[config.mk]
export PLATFORM = sky130hd
export DESIGN_NAME = dcm_dc_measure
export DESIGN_NICKNAME = d
export VERILOG_FILES = /design/src/inc/dcm_pkg.sv /design/src/rtl/dcm_dc_measure.sv
export SDC_FILE = /design/constraint.sdc
export NUM_CORES = 1
export LEC_CHECK = 0
export ABC_AREA = 1
export BUFFER_PORTS_ARGS = -buffer_cell sky130_fd_sc_hd__buf_4
export CORE_MARGIN = 5
export CORE_UTILIZATION = 60
export CTS_CLUSTER_SIZE = 14
export DETAILED_ROUTE_END_ITERATION = 10
export PLACE_DENSITY_LB_ADDON = 0.15
export SYNTH_ARGS = -nofsm -noshare
export SYNTH_HDL_FRONTEND = slang
export SYNTH_SLANG_ARGS = --single-unit
[constraint.sdc]
create_clock -name ref_clk -period 15 [get_ports ref_clk]
set_input_delay 1.5 -clock ref_clk [delete_from_list [all_inputs] [get_ports ref_clk]]
set_output_delay 1.5 -clock ref_clk [all_outputs]
set_load 0.05 [all_outputs]
[src/inc/dcm_pkg.sv]
package dcm_pkg;

  localparam logic [6:0] DCM_CFG_OFS = 7'h66;
  localparam logic [6:0] DCM_IIR_OFS = 7'h67;
  localparam logic [6:0] DCM_RES_HI_OFS = 7'h68;
  localparam logic [6:0] DCM_RES_MID_OFS = 7'h69;
  localparam logic [6:0] DCM_RES_LO_OFS = 7'h6A;

  // Field positions
  localparam int DCM_ENABLE_BIT = 7;
  localparam int DCM_METHOD_BIT = 5;
  localparam int DCM_FREEZE_BIT = 6;
  localparam int DCM_REPORT_BIT = 5;

  localparam logic [7:0] DCM_CFG_RESET = 8'h00;
  localparam logic [7:0] DCM_IIR_RESET = 8'h00;
  localparam logic [23:0] DCM_RESULT_RESET = 24'h000000;
  localparam logic [20:0] DCM_CNT_RESET = 21'h000000;

  // Full-scale input for the IIR path, one modulator bit maps to +/- this
  localparam logic signed [23:0] DCM_IIR_POS = 24'sh3FFFFF;
  localparam logic signed [23:0] DCM_IIR_NEG = 24'shC00001;

  typedef struct packed {
    logic wrEn;
    logic [6:0] addr;
    logic [7:0] wrData;
  } dcm_reg_req_type;

  typedef struct packed {
    logic [7:0] cfg_reg;
    logic [7:0] iirCfg_reg;
    logic [23:0] result_reg;
    logic signed [23:0] acc_reg;
    logic [20:0] sincCnt_reg;
    logic [20:0] iirCnt_reg;
    logic [7:0] rdData_reg;
  } dcm_state_type;

endpackage : dcm_pkg

[src/rtl/dcm_dc_measure.sv]
`timescale 1ns/1ps
`default_nettype none

module dcm_dc_measure
  import dcm_pkg::*;
(
  input wire logic ref_clk,
  input wire logic srst,
  input wire logic modValid,
  input wire logic modBit,
  input wire dcm_reg_req_type regReq,
  output logic [7:0] regRdData
);

  dcm_state_type state_reg;
  dcm_state_type state_next;

  function automatic logic windowEnd(input logic [20:0] cnt,
                                     input logic [4:0] code);
    windowEnd = (cnt == ((21'h000001 << code) - 21'h000001));
  endfunction : windowEnd

  logic enable;
  logic iirMode;
  logic freeze;
  logic reportLatched;
  logic [4:0] dSet;
  logic [4:0] avgCode;
  logic signed [23:0] modSample;
  logic signed [24:0] iirDiff;
  logic signed [24:0] iirStep;
  logic signed [23:0] iirOut;
  logic signed [23:0] sincSum;
  logic sincEnd;
  logic iirEnd;

  assign enable = state_reg.cfg_reg[DCM_ENABLE_BIT];
  assign iirMode = state_reg.cfg_reg[DCM_METHOD_BIT];
  assign dSet = state_reg.cfg_reg[4:0];
  assign freeze = state_reg.iirCfg_reg[DCM_FREEZE_BIT];
  assign reportLatched = state_reg.iirCfg_reg[DCM_REPORT_BIT];
  assign avgCode = state_reg.iirCfg_reg[4:0];
  assign regRdData = state_reg.rdData_reg;

  assign modSample = modBit ? DCM_IIR_POS : DCM_IIR_NEG;
  assign iirDiff = {modSample[23], modSample} -
                   {state_reg.acc_reg[23], state_reg.acc_reg};
  assign iirStep = iirDiff >>> dSet;
  assign iirOut = state_reg.acc_reg + iirStep[23:0];
  assign sincSum = state_reg.acc_reg + (modBit ? 24'sh000001 : 24'shFFFFFF);
  assign sincEnd = windowEnd(state_reg.sincCnt_reg, dSet);
  // Code zero never clears: infinite averaging
  assign iirEnd = (avgCode != 5'h00) &&
                  windowEnd(state_reg.iirCnt_reg, avgCode);

  always_comb begin
    state_next = state_reg;
    // Registered readback keeps the data output off the decode path
    unique case (regReq.addr)
      DCM_CFG_OFS: state_next.rdData_reg = state_reg.cfg_reg;
      DCM_IIR_OFS: state_next.rdData_reg = state_reg.iirCfg_reg;
      DCM_RES_HI_OFS:
        state_next.rdData_reg = state_reg.result_reg[23:16];
      DCM_RES_MID_OFS:
        state_next.rdData_reg = state_reg.result_reg[15:8];
      DCM_RES_LO_OFS: state_next.rdData_reg = state_reg.result_reg[7:0];
      default: state_next.rdData_reg = 8'h00;
    endcase
    if (enable && modValid) begin
      if (!iirMode) begin
        state_next.sincCnt_reg = state_reg.sincCnt_reg + 21'h000001;
        state_next.acc_reg = sincSum;
        if (sincEnd) begin
          state_next.sincCnt_reg = DCM_CNT_RESET;
          state_next.acc_reg = 24'sh000000;
          if (!freeze) begin
            state_next.result_reg = sincSum;
          end
        end
      end else begin
        state_next.acc_reg = iirOut;
        state_next.iirCnt_reg = state_reg.iirCnt_reg + 21'h000001;
        if (!freeze && !reportLatched) begin
          state_next.result_reg = iirOut;
        end
        if (iirEnd) begin
          state_next.iirCnt_reg = DCM_CNT_RESET;
          state_next.acc_reg = 24'sh000000;
          if (!freeze && reportLatched) begin
            state_next.result_reg = iirOut;
          end
        end
      end
    end else if (!enable) begin
      // Filter restarts clean; result keeps its last value
      state_next.acc_reg = 24'sh000000;
      state_next.sincCnt_reg = DCM_CNT_RESET;
      state_next.iirCnt_reg = DCM_CNT_RESET;
    end
    if (regReq.wrEn) begin
      // A configuration write restarts the averaging window so modes never mix; an IIR config write restarts only the IIR count
      if (regReq.addr == DCM_CFG_OFS) begin
        state_next.cfg_reg = regReq.wrData;
        state_next.acc_reg = 24'sh000000;
        state_next.sincCnt_reg = DCM_CNT_RESET;
        state_next.iirCnt_reg = DCM_CNT_RESET;
      end else if (regReq.addr == DCM_IIR_OFS) begin
        state_next.iirCfg_reg = regReq.wrData;
        state_next.iirCnt_reg = DCM_CNT_RESET;
      end
    end
  end

  always_ff @(posedge ref_clk) begin
    if (srst) begin
      state_reg.cfg_reg <= DCM_CFG_RESET;
      state_reg.iirCfg_reg <= DCM_IIR_RESET;
      state_reg.result_reg <= DCM_RESULT_RESET;
      state_reg.acc_reg <= 24'sh000000;
      state_reg.sincCnt_reg <= DCM_CNT_RESET;
      state_reg.iirCnt_reg <= DCM_CNT_RESET;
      state_reg.rdData_reg <= 8'h00;
    end else begin
      state_reg <= state_next;
    end
  end

  reset_values_a: assert property (@(posedge ref_clk)
    srst |=> (state_reg.cfg_reg == 8'h00 && state_reg.result_reg == 24'h0))
    else $error("config or result not cleared by reset");

  dfield_write_a: assert property (@(posedge ref_clk) disable iff (srst)
    (regReq.wrEn && regReq.addr == DCM_CFG_OFS)
    |=> (dSet == $past(regReq.wrData[4:0])))
    else $error("D field did not take written value");

  disabled_hold_a: assert property (@(posedge ref_clk)
    disable iff (srst)
    (!enable && !$past(srst)) |=> $stable(state_reg.result_reg))
    else $error("result moved while measurement disabled");

  freeze_hold_a: assert property (@(posedge ref_clk) disable iff (srst)
    freeze [*2] |-> $stable(state_reg.result_reg))
    else $error("result moved while updates frozen");

  sinc_window_a: assert property (@(posedge ref_clk) disable iff (srst)
    (enable && !iirMode && modValid && !freeze && sincEnd)
    |=> (state_reg.result_reg == $past(sincSum) &&
         state_reg.sincCnt_reg == 21'h0 || $past(regReq.wrEn)))
    else $error("sinc window end did not publish sum");

  iir_follow_a: assert property (@(posedge ref_clk) disable iff (srst)
    (enable && iirMode && modValid && !freeze && !reportLatched)
    |=> (state_reg.result_reg == $past(iirOut)))
    else $error("IIR result not following filter output");

  iir_latch_a: assert property (@(posedge ref_clk) disable iff (srst)
    (enable && iirMode && reportLatched && !iirEnd && !regReq.wrEn)
    |=> $stable(state_reg.result_reg))
    else $error("latched IIR result changed between clears");

  iir_clear_a: assert property (@(posedge ref_clk) disable iff (srst)
    (enable && iirMode && modValid && iirEnd)
    |=> (state_reg.acc_reg == 24'sh0 && state_reg.iirCnt_reg == 21'h0))
    else $error("IIR state not cleared at window end");

  iir_infinite_a: assert property (@(posedge ref_clk) disable iff (srst)
    (enable && iirMode && modValid && avgCode == 5'h00 && !regReq.wrEn)
    |=> (state_reg.acc_reg == $past(iirOut)))
    else $error("IIR accumulator not integrating");

  readback_a: assert property (@(posedge ref_clk) disable iff (srst)
    (regReq.addr == DCM_RES_MID_OFS)
    |=> (regRdData == $past(state_reg.result_reg[15:8])))
    else $error("middle result byte readback wrong");

  hi_readback_a: assert property (@(posedge ref_clk) disable iff (srst)
    (regReq.addr == DCM_RES_HI_OFS)
    |=> (regRdData == $past(state_reg.result_reg[23:16])))
    else $error("high result byte readback wrong");

  lo_readback_a: assert property (@(posedge ref_clk) disable iff (srst)
    (regReq.addr == DCM_RES_LO_OFS)
    |=> (regRdData == $past(state_reg.result_reg[7:0])))
    else $error("low result byte readback wrong");

  cfg_readback_a: assert property (@(posedge ref_clk) disable iff (srst)
    (regReq.addr == DCM_CFG_OFS)
    |=> (regRdData == $past(state_reg.cfg_reg)))
    else $error("configuration readback wrong");

  unused_read_a: assert property (@(posedge ref_clk) disable iff (srst)
    (regReq.addr < DCM_CFG_OFS || regReq.addr > DCM_RES_LO_OFS)
    |=> (regRdData == 8'h00))
    else $error("unmapped address did not read zero");

  ro_write_a: assert property (@(posedge ref_clk) disable iff (srst)
    (regReq.wrEn && regReq.addr >= DCM_RES_HI_OFS)
    |=> ($stable(state_reg.cfg_reg) &&
         $stable(state_reg.iirCfg_reg)))
    else $error("write to result address changed configuration");

  iir_write_a: assert property (@(posedge ref_clk) disable iff (srst)
    (regReq.wrEn && regReq.addr == DCM_IIR_OFS)
    |=> (state_reg.iirCfg_reg == $past(regReq.wrData) &&
         state_reg.iirCnt_reg == DCM_CNT_RESET))
    else $error("IIR configuration write not taken");

  off_clear_a: assert property (@(posedge ref_clk) disable iff (srst)
    !enable
    |=> (state_reg.acc_reg == 24'sh000000 &&
         state_reg.sincCnt_reg == DCM_CNT_RESET &&
         state_reg.iirCnt_reg == DCM_CNT_RESET))
    else $error("filter state not cleared while disabled");

  sinc_count_a: assert property (@(posedge ref_clk) disable iff (srst)
    (enable && !iirMode && modValid && !sincEnd && !regReq.wrEn)
    |=> (state_reg.sincCnt_reg ==
         $past(state_reg.sincCnt_reg) + 21'h000001))
    else $error("sinc sample counter did not advance");

  idle_hold_a: assert property (@(posedge ref_clk) disable iff (srst)
    (enable && !modValid && !regReq.wrEn)
    |=> ($stable(state_reg.acc_reg) && $stable(state_reg.result_reg)))
    else $error("filter moved without a modulator sample");

endmodule : dcm_dc_measure

`default_nettype wire

# Word level (Yosys, flattened, before mapping)
# Cells that the tools add are included.
# op_classes
mux	18
reduce_logical	11
shift	3
magnitude_cmp	0
multipliers	0
div_mod_pow	0
addsub	7
bitwise_logic	1
n_eq_ne	8
# ops
operator	count
$mux 66	3
$mux 24	5
$mux 21	5
$mux 48	2
$mux 69	1
$add 24x24->24	2
$mux 45	1
$add 21x1->21 const B	2
$eq 21x21->1	2
$shl 1x5->21 const A	2
$sub 21x1->21 const B	2
$pmux 8 s5	1
$eq 7x7->1 const B	5
$sshr 25x5->24	1
$sub 24x24->25	1
$reduce_and 3->1	2
$reduce_bool 5->1	1
$logic_and 1x1->1	4
$logic_not 1->1	2
$ne 2x1->1 const B	1
$reduce_and 2->1	1
$reduce_bool 2->1	1
$not 1->1	1
# totals
mem_bits_ro	0
mem_bits_rw	0
out_inout_bits	8
latchBits	0
input_bits	20
memories	0
wordCells	55
ff_bits	114

# Logic depth before layout (Yosys ltp)
# Gate-level depths: netlist (run 1).
# logic_depth
ltp_word	12
mapped_depth	40
mapped_depth_nobuf	40

# Worst setup path before layout (run 1)
# No wires, ideal clock.
# synth_timing
path_kind	input to register
from	in modBit
to	reg state_reg[96] (netlist bit)
path_slack_ns	8.371
arrival_time_ns	6.507
path_buffers	0
setup_ns	0.122
cell_stages	39
t_required_ns	14.878
path_cell_list	inv_1 -> ha_1 -> inv_1 -> fa_1 -> nand3_1 -> nand3_1 -> a21oi_1 -> o21ai_1 -> nand2_1 -> nand3_1 -> nand2_1 -> nand2_1 -> nand2_1 -> nand3_1 -> nand3_1 -> nand3_1 -> nand3_1 -> nand2_1 -> (+3 left out) -> ha_1 -> inv_1 -> fa_1 -> inv_1 -> nand3_1 -> nand2_1 -> nand2_1 -> o211ai_1 -> a21oi_1 -> o21ai_0 -> nand2_1 -> nand3_1 -> a21boi_0 -> o21ai_0 -> xnor2_1 -> nand2_1 -> o211ai_1 -> a21oi_1
# synth_via
elab_chain_len	8
elab_cells_between_ends	12
cone_classes	add/sub (3); shift (1); mux (8)
# synth_rtl
element	line_no	rtl
from (decl)	dcm_dc_measure.sv:10	input wire logic modBit,
$mux 24	dcm_dc_measure.sv:45	assign modSample = modBit ? DCM_IIR_POS : DCM_IIR_NEG;
$sub 24x24->25	dcm_dc_measure.sv:46	assign iirDiff = {modSample[23], modSample} -
$sshr 25x5->24	dcm_dc_measure.sv:48	assign iirStep = iirDiff >>> dSet;
$add 24x24->24	dcm_dc_measure.sv:49	assign iirOut = state_reg.acc_reg + iirStep[23:0];
$mux 24	dcm_dc_measure.sv:83	if (!freeze && !reportLatched) begin
$mux 24	dcm_dc_measure.sv:89	if (!freeze && reportLatched) begin
$mux 48	dcm_dc_measure.sv:86	if (iirEnd) begin
$mux 48 *	dcm_dc_measure.sv:70	if (!iirMode) begin
to (signal assigned)	dcm_dc_measure.sv:124	state_reg <= state_next;
to (decl)	dcm_dc_measure.sv:15	dcm_state_type state_reg;
# Every way passes the cells marked *; elsewhere a longest branch is shown, timed or not. The select of a mux whose other input is x is not followed.
# A chain may end at the register's enable or synchronous reset.

# Worst setup path in the final report (run 1)
# layout_timing
from	in modBit
to	reg state_reg[72] (netlist bit)
# layout_via
elab_chain_len	9
elab_cells_between_ends	12
cone_classes	add/sub (3); shift (1); mux (8)
# layout_rtl
element	line_no	rtl
$mux 24	dcm_dc_measure.sv:45	
$sub 24x24->25	dcm_dc_measure.sv:46	
$sshr 25x5->24	dcm_dc_measure.sv:48	
$add 24x24->24	dcm_dc_measure.sv:49	
$mux 48	dcm_dc_measure.sv:86	
$mux 48 *	dcm_dc_measure.sv:70	
$mux 66 *	dcm_dc_measure.sv:69	if (enable && modValid) begin
$mux 45	dcm_dc_measure.sv:102	if (regReq.addr == DCM_CFG_OFS) begin
$mux 66 *	dcm_dc_measure.sv:100	if (regReq.wrEn) begin
# Marked as above.

==> flow_metrics.env, run 1 <==
export IMPL_cp_slowest_cell="inv_1"
export IMPL_critPathArrivalTime_ns=8.18
export IMPL_vias=13400
export IMPL_cap_violations=0
export IMPL_r2r_end="state_reg[72]"
export IMPL_peakVddDrop_mv=0.0690
export IMPL_synth_top_flop_cell="dfxtp_1"
export IMPL_cpMostUsedCell="nand2_1"
export IMPL_multiInputGateArea_um2=8380
export IMPL_criticalPathCategory="primary input to register"
export IMPL_p_int_uw=621
export IMPL_numCtsBuffers=17
export IMPL_yosysUniqueCellTypes=60
export IMPL_synth_nets=2102
export IMPL_r2r_slack_ns=8.83
export IMPL_syn_cell_area_um2=12100
export IMPL_post_cts_resized=0
export IMPL_drt_iter0_drc=1187
export IMPL_leakagePower_nw=5.79
export IMPL_fmax_ghz=0.127
export IMPL_clockBufferDepth=2
export IMPL_clockPowerShare=0.467
export IMPL_min_path_cells=2
export IMPL_ant_nets=0
export IMPL_largest_reg_flops=92
export IMPL_setup_viol=0
export IMPL_ioPinCount=28
export IMPL_place_congestion=1.03
export IMPL_seqCellArea_um2=2280
export IMPL_fin_tns_setup_ns=0
export IMPL_reg2reg_depth=38
export IMPL_cts_setup_buffers=0
export IMPL_fp_dieW_um=152
export IMPL_drt_pass1_iter_count=6
export IMPL_wl_per_cell_um=18.1
export IMPL_drv_slew=0
export IMPL_stdcell_area_um2=13000
export IMPL_yosys_warnings=0
export IMPL_num_nets_final=2072
export IMPL_postCtsHoldBufs=0
export IMPL_period_needed_ns=7.90
export IMPL_finalCritPeriodShare=0.527
export IMPL_hold_start="state_reg[105]"
export IMPL_yosys_area_top_type_share=0.188
export IMPL_initial_core_util=0.604
export IMPL_areaGrowthSynthToFinish_pct=6.75
export IMPL_clock_latency_ns=0.43
export IMPL_hpwl_mm=31.2
export IMPL_min_delay_path_class="register to register"
export IMPL_seq_area_frac_synth=0.188
export IMPL_synth_edff_count=0
export IMPL_avgSynthCellArea_um2=6.05
export IMPL_fp_dieH_um=152
export IMPL_ys_ff_latch=114
export IMPL_grt_pass1_vias=12300
export IMPL_power_frac_comb=0.197
export IMPL_placed_area_um2=12400
export IMPL_htreeDepth=4
export IMPL_antennaDiodeCount=0
export IMPL_cts_tree="built"
export IMPL_worstMarginPinSlew_ns=1.23
export IMPL_powerDensity_nw_per_um2=69.6
export IMPL_cts_sinks=114
export IMPL_min_to="state_reg[105]"
export IMPL_timing_rr_start="state_reg[51]"
export IMPL_clk_pin_slew_ns=0.06
export IMPL_ys_top_cells_by_count="nand2_1, inv_1, a21oi_1, nor2_1, nand3_1"
export IMPL_core_area_um2=20100
export IMPL_synth_top_area_cell="dfxtp_1"
export IMPL_remaining_drc_errors=0
export IMPL_synth_area_leaders="dfxtp_1, nand2_1, inv_1, a21oi_1, ha_1"
export IMPL_via_per_inst=5.93
export IMPL_fp_row_count=52
export IMPL_layout_drive_gt1_share=0.0613
export IMPL_fill_cells=1922
export IMPL_wl_mm=40.9
export IMPL_grt_use_total=0.336
export IMPL_rsz0062_at_grt="false"
export IMPL_p_sw_frac=0.312
export IMPL_critPathMaxStageDelay_ns=0.75
export IMPL_antenna_found_initial=1
export IMPL_status="finished clean"
export IMPL_relSlewSlack=0.174
export IMPL_die_area_um2=23200
export IMPL_grt_max_degree=51
export IMPL_root_buffer="clkbuf_16"
export IMPL_fin_util=0.645
export IMPL_p_seq_frac=0.336
export IMPL_hold_viol=0
export IMPL_path_max_fanout=25
export IMPL_finalPower_uw=903
export IMPL_yosysMostFrequentCell="nand2_1"
export IMPL_synth_async_sr_flop_share=0
export IMPL_finClkSkew_ns=0.0132
export IMPL_portBuffers=27
export IMPL_worstPathRequired_ns=15.28
export IMPL_synth_cells=2007
export IMPL_start_kind="primary input"
export IMPL_grt_pass1_wl_mm=63.9
export IMPL_p_sw_uw=282
export IMPL_grt_overflow_total=0
export IMPL_critPathCaptureType="register"
[worst max-delay path: cells and delay by family]
family	cells	cell delay (ns)
AOI/OAI and AO/OA	9	1.74
buffers and inverters	5	1.19
adders and majority gates	4	1.36
and+or+nand+nor	21	2.21
xor gates and xnor gates	1	0.16
[metal layers]
layer,up-vias,wire (um),share of wire,global-route usage
met3,138,3140,0.077,0.0511
li1,6519,-,-,-
met1,6139,16800,0.41,0.432
met5,-,13,0.00032,0
met4,2,2110,0.052,0.158
met2,597,18800,0.46,0.556
[final cells by class]
type	count	area share
clock buffer	21	0.0347
clock inverter	10	0.0104
sequential	114	0.176
inverter	296	0.0859
multi-input combinational	1512	0.646
tap	270	0.0261
timing repair buffer	36	0.0208
[how the worst max path moves through the flow]
stage,start,slack [ns],cells past startpoint,to
after CTS,modBit,7.26,40,state_reg[96]
after floorplan,modBit,8.37,39,state_reg[96]
after global placement,modBit,7.16,40,state_reg[72]
after detailed placement,modBit,6.88,40,state_reg[96]
final,modBit,7.10,40,state_reg[72]
after global routing,modBit,6.61,40,state_reg[72]
[cells in the final DEF, fill, tap and decap left out, types with 3 or more instances in the layout]
cell	n
nor3_1	39
fa_1	3
nand2_1	463
a21o_1	3
bufinv_16	3
a21oi_1	187
buf_4	36
o21ai_0	111
clkinvlp_4	4
o21bai_1	3
mux2i_1	6
o22ai_1	49
dfxtp_1	113
nand2_2	8
a22oi_1	4
nand4_1	26
clkbuf_16	17
a211oi_1	11
inv_2	16
nor2_2	3
or2_1	7
nor2_4	5
or2_2	9
clkinv_2	3
nand2_4	3
nand3_1	128
xor2_1	96
inv_1	277
nor2_1	157
nand3b_1	3
a31oi_1	8
clkbuf_1	3
nor4_1	6
ha_1	72
o21ai_1	13
o2111ai_1	5
xnor2_1	26
o211ai_1	29
[power groups by stage]
| stage | Clock [mW] | Combinational (mW) | Sequential [mW] |
|---|---|---|---|
| finish | 0.422 | 0.178 | 0.303 |
| global route | 0.437 | 0.193 | 0.303 |
| CTS | 0.423 | 0.172 | 0.303 |
| detailed placement | 0 | 0.171 | 0.310 |
| global placement | 0 | 0.169 | 0.310 |
| floorplan | 0 | 0.120 | 0.310 |
[kinds of logic after synthesis]
kind of cell               Yosys count  share of synthesized area
buffers and inverters              381                      0.125
DFF                                114                      0.188
and+or+nand+nor                    868                      0.310
AOI/OAI and AO/OA                  440                      0.204
adders and majority gates           75                     0.0791
xor gates and xnor gates           123                     0.0893
muxes                                6                    0.00494
[per-stage QoR]
step | hold WS, ns | std cells | setup WS [ns]
floorplan | 0.425 | 2007 | 8.37
global placement | 0.446 | 2228 | 7.16
detailed placement | 0.453 | 2228 | 6.88
CTS | 0.461 | 2259 | 7.26
global route | 0.496 | 2259 | 6.61
finish | 0.462 | 2259 | 7.10
Power figures use the tool's default switching activity.
==> run 2, diff against run 1 <==
Clock period 15 ns to 7.59 ns, I/O delays scaled along.
==> flow_metrics.env, run 2 (synthesis gave the netlist of run 1 again) <==
export IMPL_grt_pass1_vias=12200
export IMPL_worstMarginPinSlew_ns=1.22
export IMPL_fmax_ghz=0.148
export IMPL_post_cts_resized=0
export IMPL_critPathArrivalTime_ns=7.03
export IMPL_ioPinCount=28
export IMPL_met3_usage=0.0525
export IMPL_areaGrowthSynthToFinish_pct=6.72
export IMPL_whs_ns=0.464
export IMPL_timing_rr_start="state_reg[51]"
export IMPL_layout_drive_gt1_share=0.0618
export IMPL_critPathCaptureType="register"
export IMPL_fp_dieW_um=152
export IMPL_antennaDiodeCount=0
export IMPL_hpwl_mm=31.1
export IMPL_portBuffers=27
export IMPL_largest_reg_flops=92
export IMPL_via_per_inst=5.85
export IMPL_fp_dieH_um=152
export IMPL_clock_latency_ns=0.43
export IMPL_grt_overflow_total=0
export IMPL_peakVddDrop_mv=0.144
export IMPL_remaining_drc_errors=0
export IMPL_busiest_layer="met2"
export IMPL_cap_violations=0
export IMPL_r2r_end="state_reg[72]"
export IMPL_initial_core_util=0.604
export IMPL_num_nets_final=2073
export IMPL_worstPathRequired_ns=7.87
export IMPL_critPathMaxStageDelay_ns=0.44
export IMPL_hold_viol=0
export IMPL_htreeDepth=4
export IMPL_wl_mm=40.7
export IMPL_grt_max_degree=51
export IMPL_leakagePower_nw=5.79
export IMPL_grt_pass1_wl_mm=64.2
export IMPL_drt_iter0_drc=1004
export IMPL_die_area_um2=23200
export IMPL_use_met1=0.434
export IMPL_fill_cells=1924
export IMPL_numCtsBuffers=17
export IMPL_period_needed_ns=6.75
export IMPL_cpMostUsedCell="nand2_1"
export IMPL_setup_viol=0
export IMPL_drv_slew=0
export IMPL_layout_commonest_cell="nand2_1"
export IMPL_rsz0062_at_grt="false"
export IMPL_fp_row_count=52
export IMPL_vias=13200
export IMPL_cts_setup_buffers=0
export IMPL_powerDensity_nw_per_um2=136
export IMPL_use_met2=0.561
export IMPL_criticalPathCategory="primary input to register"
export IMPL_cp_slowest_cell="fa_1"
export IMPL_root_buffer="clkbuf_16"
export IMPL_stdcell_count=2261
export IMPL_cts_sinks=114
export IMPL_finalCritPeriodShare=0.889
export IMPL_postCtsHoldBufs=0
export IMPL_status="finished clean"
export IMPL_grt_use_total=0.337
export IMPL_layout_common_cells="nand2_1, inv_1, a21oi_1"
export IMPL_antenna_found_initial=0
export IMPL_cts_tree="built"
export IMPL_clockBufferDepth=2
export IMPL_hold_start="state_reg[105]"
export IMPL_fin_tns_setup_ns=0
export IMPL_min_delay_path_class="register to register"
export IMPL_place_congestion=0.988
export IMPL_finClkSkew_ns=0.0147
export IMPL_clk_pin_slew_ns=0.06
export IMPL_reg2reg_depth=38
export IMPL_min_path_cells=2
export IMPL_r2r_slack_ns=1.29
export IMPL_path_max_fanout=18
export IMPL_drt_pass1_iter_count=6
export IMPL_placedCellCount=2229
export IMPL_relSlewSlack=0.182
export IMPL_ant_nets=0
export IMPL_wl_per_cell_um=18.0
export IMPL_min_to="state_reg[105]"
export IMPL_start_kind="primary input"
export IMPL_core_area_um2=20100
[run 2: cell count changes in the layout (fill, tap and decap cells not counted), sizes merged]
cell      change
clkbuf        +2
bufinv        -1
clkinv        +1
clkinvlp      -1
buf           +1
[run 2: per-layer routing]
metal  part of all wire  vias to the layer above  routed length [um]
met3              0.071                      120                2890
li1                   -                     6533                   -
met2               0.47                      546               19000
met1               0.41                     6035               16900
met5                  0                        -                   0
met4              0.048                        0                1940
[run 2: cell type report]
cell class,count,area (um^2),area share
clock inverter,9,106,0.00820
timing repair buffer,37,278,0.0214
clock buffer,23,468,0.0361
tap,270,338,0.0261
sequential,114,2280,0.176
multi-input combinational,1512,8380,0.646
inverter,296,1110,0.0859
[run 2: critical path, delay by kind of cell]
kind                     cells  cell delay (ns)
XOR/XNOR                     1             0.17
buffers and inverters        6             0.89
AND/OR/NAND/NOR             22             2.49
adder cells (fa/ha/maj)      3             1.01
AO/OA/AOI/OAI                9             1.71
[run 2: worst max path at each step]
stage | start | endpoint | cells after the start
3_5_place_dp | modBit | state_reg[72] | 41
5_1_grt | modBit | state_reg[72] | 41
4_1_cts | modBit | state_reg[72] | 41
2_1_floorplan | modBit | state_reg[96] | 39
6_report | modBit | state_reg[72] | 41
3_3_place_gp | modBit | state_reg[72] | 41
[run 2: power breakdown]
group          internal, mW  leakage, nW  switching [mW]
combinational         0.108         4.60           0.240
sequential            0.599        0.918        0.000757
clock                 0.499        0.273           0.316
[run 2: through the flow]
stage	total power, mW	cell area, um^2	setup slack [ns]	utilization
after CTS	1.75	13000	0.985	0.645
after detailed placement	0.950	12400	0.596	0.616
after global placement	0.949	12400	0.829	0.616
final	1.76	13000	0.839	0.645
after floorplan	0.849	12100	1.70	-
after global routing	1.83	13000	0.337	0.645
==> run 3, diff against run 2 <==
Settings changed: CELL_PAD_IN_SITES_DETAIL_PLACEMENT set to 0, CELL_PAD_IN_SITES_GLOBAL_PLACEMENT set to 1, CORE_UTILIZATION 60 to 45.
==> flow_metrics.env, run 3 (synthesis gave the netlist of run 1 again) <==
export IMPL_multiInputGateArea_um2=8380
export IMPL_p_seq_frac=0.344
export IMPL_cpMostUsedCell="nand2_1"
export IMPL_p_sw_uw=555
export IMPL_numCtsBuffers=17
export IMPL_cap_violations=0
export IMPL_leakagePower_nw=5.80
export IMPL_num_nets_final=2074
export IMPL_grt_pass1_vias=12200
export IMPL_root_buffer="clkbuf_16"
export IMPL_min_delay_path_class="register to register"
export IMPL_min_path_cells=2
export IMPL_criticalPathCategory="primary input to register"
export IMPL_fin_ws_ns=0.863
export IMPL_power_frac_comb=0.202
export IMPL_r2r_end="state_reg[72]"
export IMPL_via_per_inst=5.59
export IMPL_worstPathRequired_ns=7.87
export IMPL_fp_dieH_um=174
export IMPL_hold_start="state_reg[105]"
export IMPL_postCtsHoldBufs=0
export IMPL_hold_viol=0
export IMPL_seqCellArea_um2=2280
export IMPL_p_sw_frac=0.318
export IMPL_relSlewSlack=0.166
export IMPL_antennaDiodeCount=0
export IMPL_finClkSkew_ns=0.0186
export IMPL_initial_core_util=0.453
export IMPL_critPathArrivalTime_ns=7.00
export IMPL_largest_reg_flops=92
export IMPL_clk_pin_slew_ns=0.06
export IMPL_place_congestion=0.968
export IMPL_portBuffers=27
export IMPL_die_area_um2=30400
export IMPL_cp_slowest_cell="fa_1"
export IMPL_cts_tree="built"
export IMPL_critPathMaxStageDelay_ns=0.43
export IMPL_grt_overflow_total=0
export IMPL_grt_pass1_wl_mm=66.6
export IMPL_remaining_drc_errors=0
export IMPL_grt_max_degree=51
export IMPL_areaGrowthSynthToFinish_pct=7.35
export IMPL_fin_tns_setup_ns=0
export IMPL_drt_pass1_iter_count=5
export IMPL_critPathCaptureType="register"
export IMPL_layout_drive_gt1_share=0.0617
export IMPL_clockPowerShare=0.454
export IMPL_fmax_ghz=0.149
export IMPL_peakVddDrop_mv=0.130
export IMPL_cts_setup_buffers=0
export IMPL_fp_dieW_um=174
export IMPL_r2r_slack_ns=1.37
export IMPL_core_area_um2=26800
export IMPL_reg2reg_depth=38
export IMPL_post_cts_resized=0
export IMPL_clockBufferDepth=2
export IMPL_powerDensity_nw_per_um2=134
export IMPL_setup_viol=0
export IMPL_layout_common_cells="nand2_1, inv_1, a21oi_1"
export IMPL_fin_util=0.487
export IMPL_drv_slew=0
export IMPL_path_max_fanout=23
export IMPL_wl_per_cell_um=18.3
export IMPL_start_kind="primary input"
export IMPL_antenna_found_initial=0
export IMPL_fill_cells=2963
export IMPL_cts_sinks=114
export IMPL_vias=13000
export IMPL_grt_use_total=0.273
export IMPL_wl_mm=42.8
export IMPL_p_int_mw=1.19
export IMPL_timing_rr_start="state_reg[51]"
export IMPL_min_to="state_reg[105]"
export IMPL_htreeDepth=4
export IMPL_period_needed_ns=6.73
export IMPL_worstMarginPinSlew_ns=1.25
export IMPL_hpwl_mm=33.4
export IMPL_layout_commonest_cell="nand2_1"
export IMPL_clock_latency_ns=0.42
export IMPL_place_ws_ns=0.508
export IMPL_drt_iter0_drc=1102
export IMPL_ant_nets=0
export IMPL_rsz0062_at_grt="false"
export IMPL_status="finished clean"
export IMPL_fp_row_count=60
export IMPL_finalCritPeriodShare=0.886
export IMPL_ioPinCount=28
run 3: cell count changes in the layout (fill, tap and decap cells not counted):
cell	delta
clkinvlp_4	-3
clkbuf_8	-2
clkinv_2	+2
clkinv_4	+2
buf_4	+1
clkbuf_1	+1
run 3: how the worst max path moves through the flow:
| stage | from | end | depth (start not counted) |
|---|---|---|---|
| 2_1_floorplan | modBit | state_reg[96] | 39 |
| 3_3_place_gp | modBit | state_reg[72] | 41 |
| 3_5_place_dp | modBit | state_reg[72] | 40 |
| 4_1_cts | modBit | state_reg[72] | 40 |
| 5_1_grt | modBit | state_reg[72] | 41 |
| 6_report | modBit | state_reg[72] | 40 |
run 3: final cells by class:
class                      count  share of cell area
multi-input combinational   1512               0.642
sequential                   114               0.175
inverter                     296              0.0854
clock buffer                  22              0.0341
tap                          341              0.0327
timing repair buffer          38              0.0219
clock inverter                10             0.00854
run 3: routing by layer:
metal / track usage / routed length [um] / share of wire / vias to the layer above
met5: 0 / 0 / 0 / -
met1: 0.351 / 19000 / 0.44 / 6070
met3: 0.0339 / 1970 / 0.046 / 63
met2: 0.471 / 20500 / 0.48 / 354
met4: 0.0937 / 1380 / 0.032 / 0
li1: - / - / - / 6544
run 3: stage by stage:
stage	std cells	area [um^2]	hold slack (ns)	power, mW
floorplan	2007	12100	0.425	0.849
global placement	2301	12500	0.451	0.959
detailed placement	2301	12500	0.460	0.957
CTS	2333	13000	0.469	1.75
global route	2333	13000	0.499	1.81
finish	2333	13000	0.468	1.74
run 3: power groups by stage:
stage / logic, mW / registers [mW] / clock network, mW
after global routing: 0.386 / 0.599 / 0.830
after detailed placement: 0.345 / 0.613 / 0
after floorplan: 0.236 / 0.612 / 0
after global placement: 0.346 / 0.613 / 0
final: 0.352 / 0.600 / 0.791
after CTS: 0.347 / 0.600 / 0.801
run 3: critical path: cells and delay by family:
kind | cells | cell delay, ns
adder cells (fa/ha/maj) | 4 | 1.27
AND/OR/NAND/NOR | 21 | 2.32
AO/OA/AOI/OAI | 9 | 1.72
XOR/XNOR | 1 | 0.17
buffers and inverters | 5 | 0.73
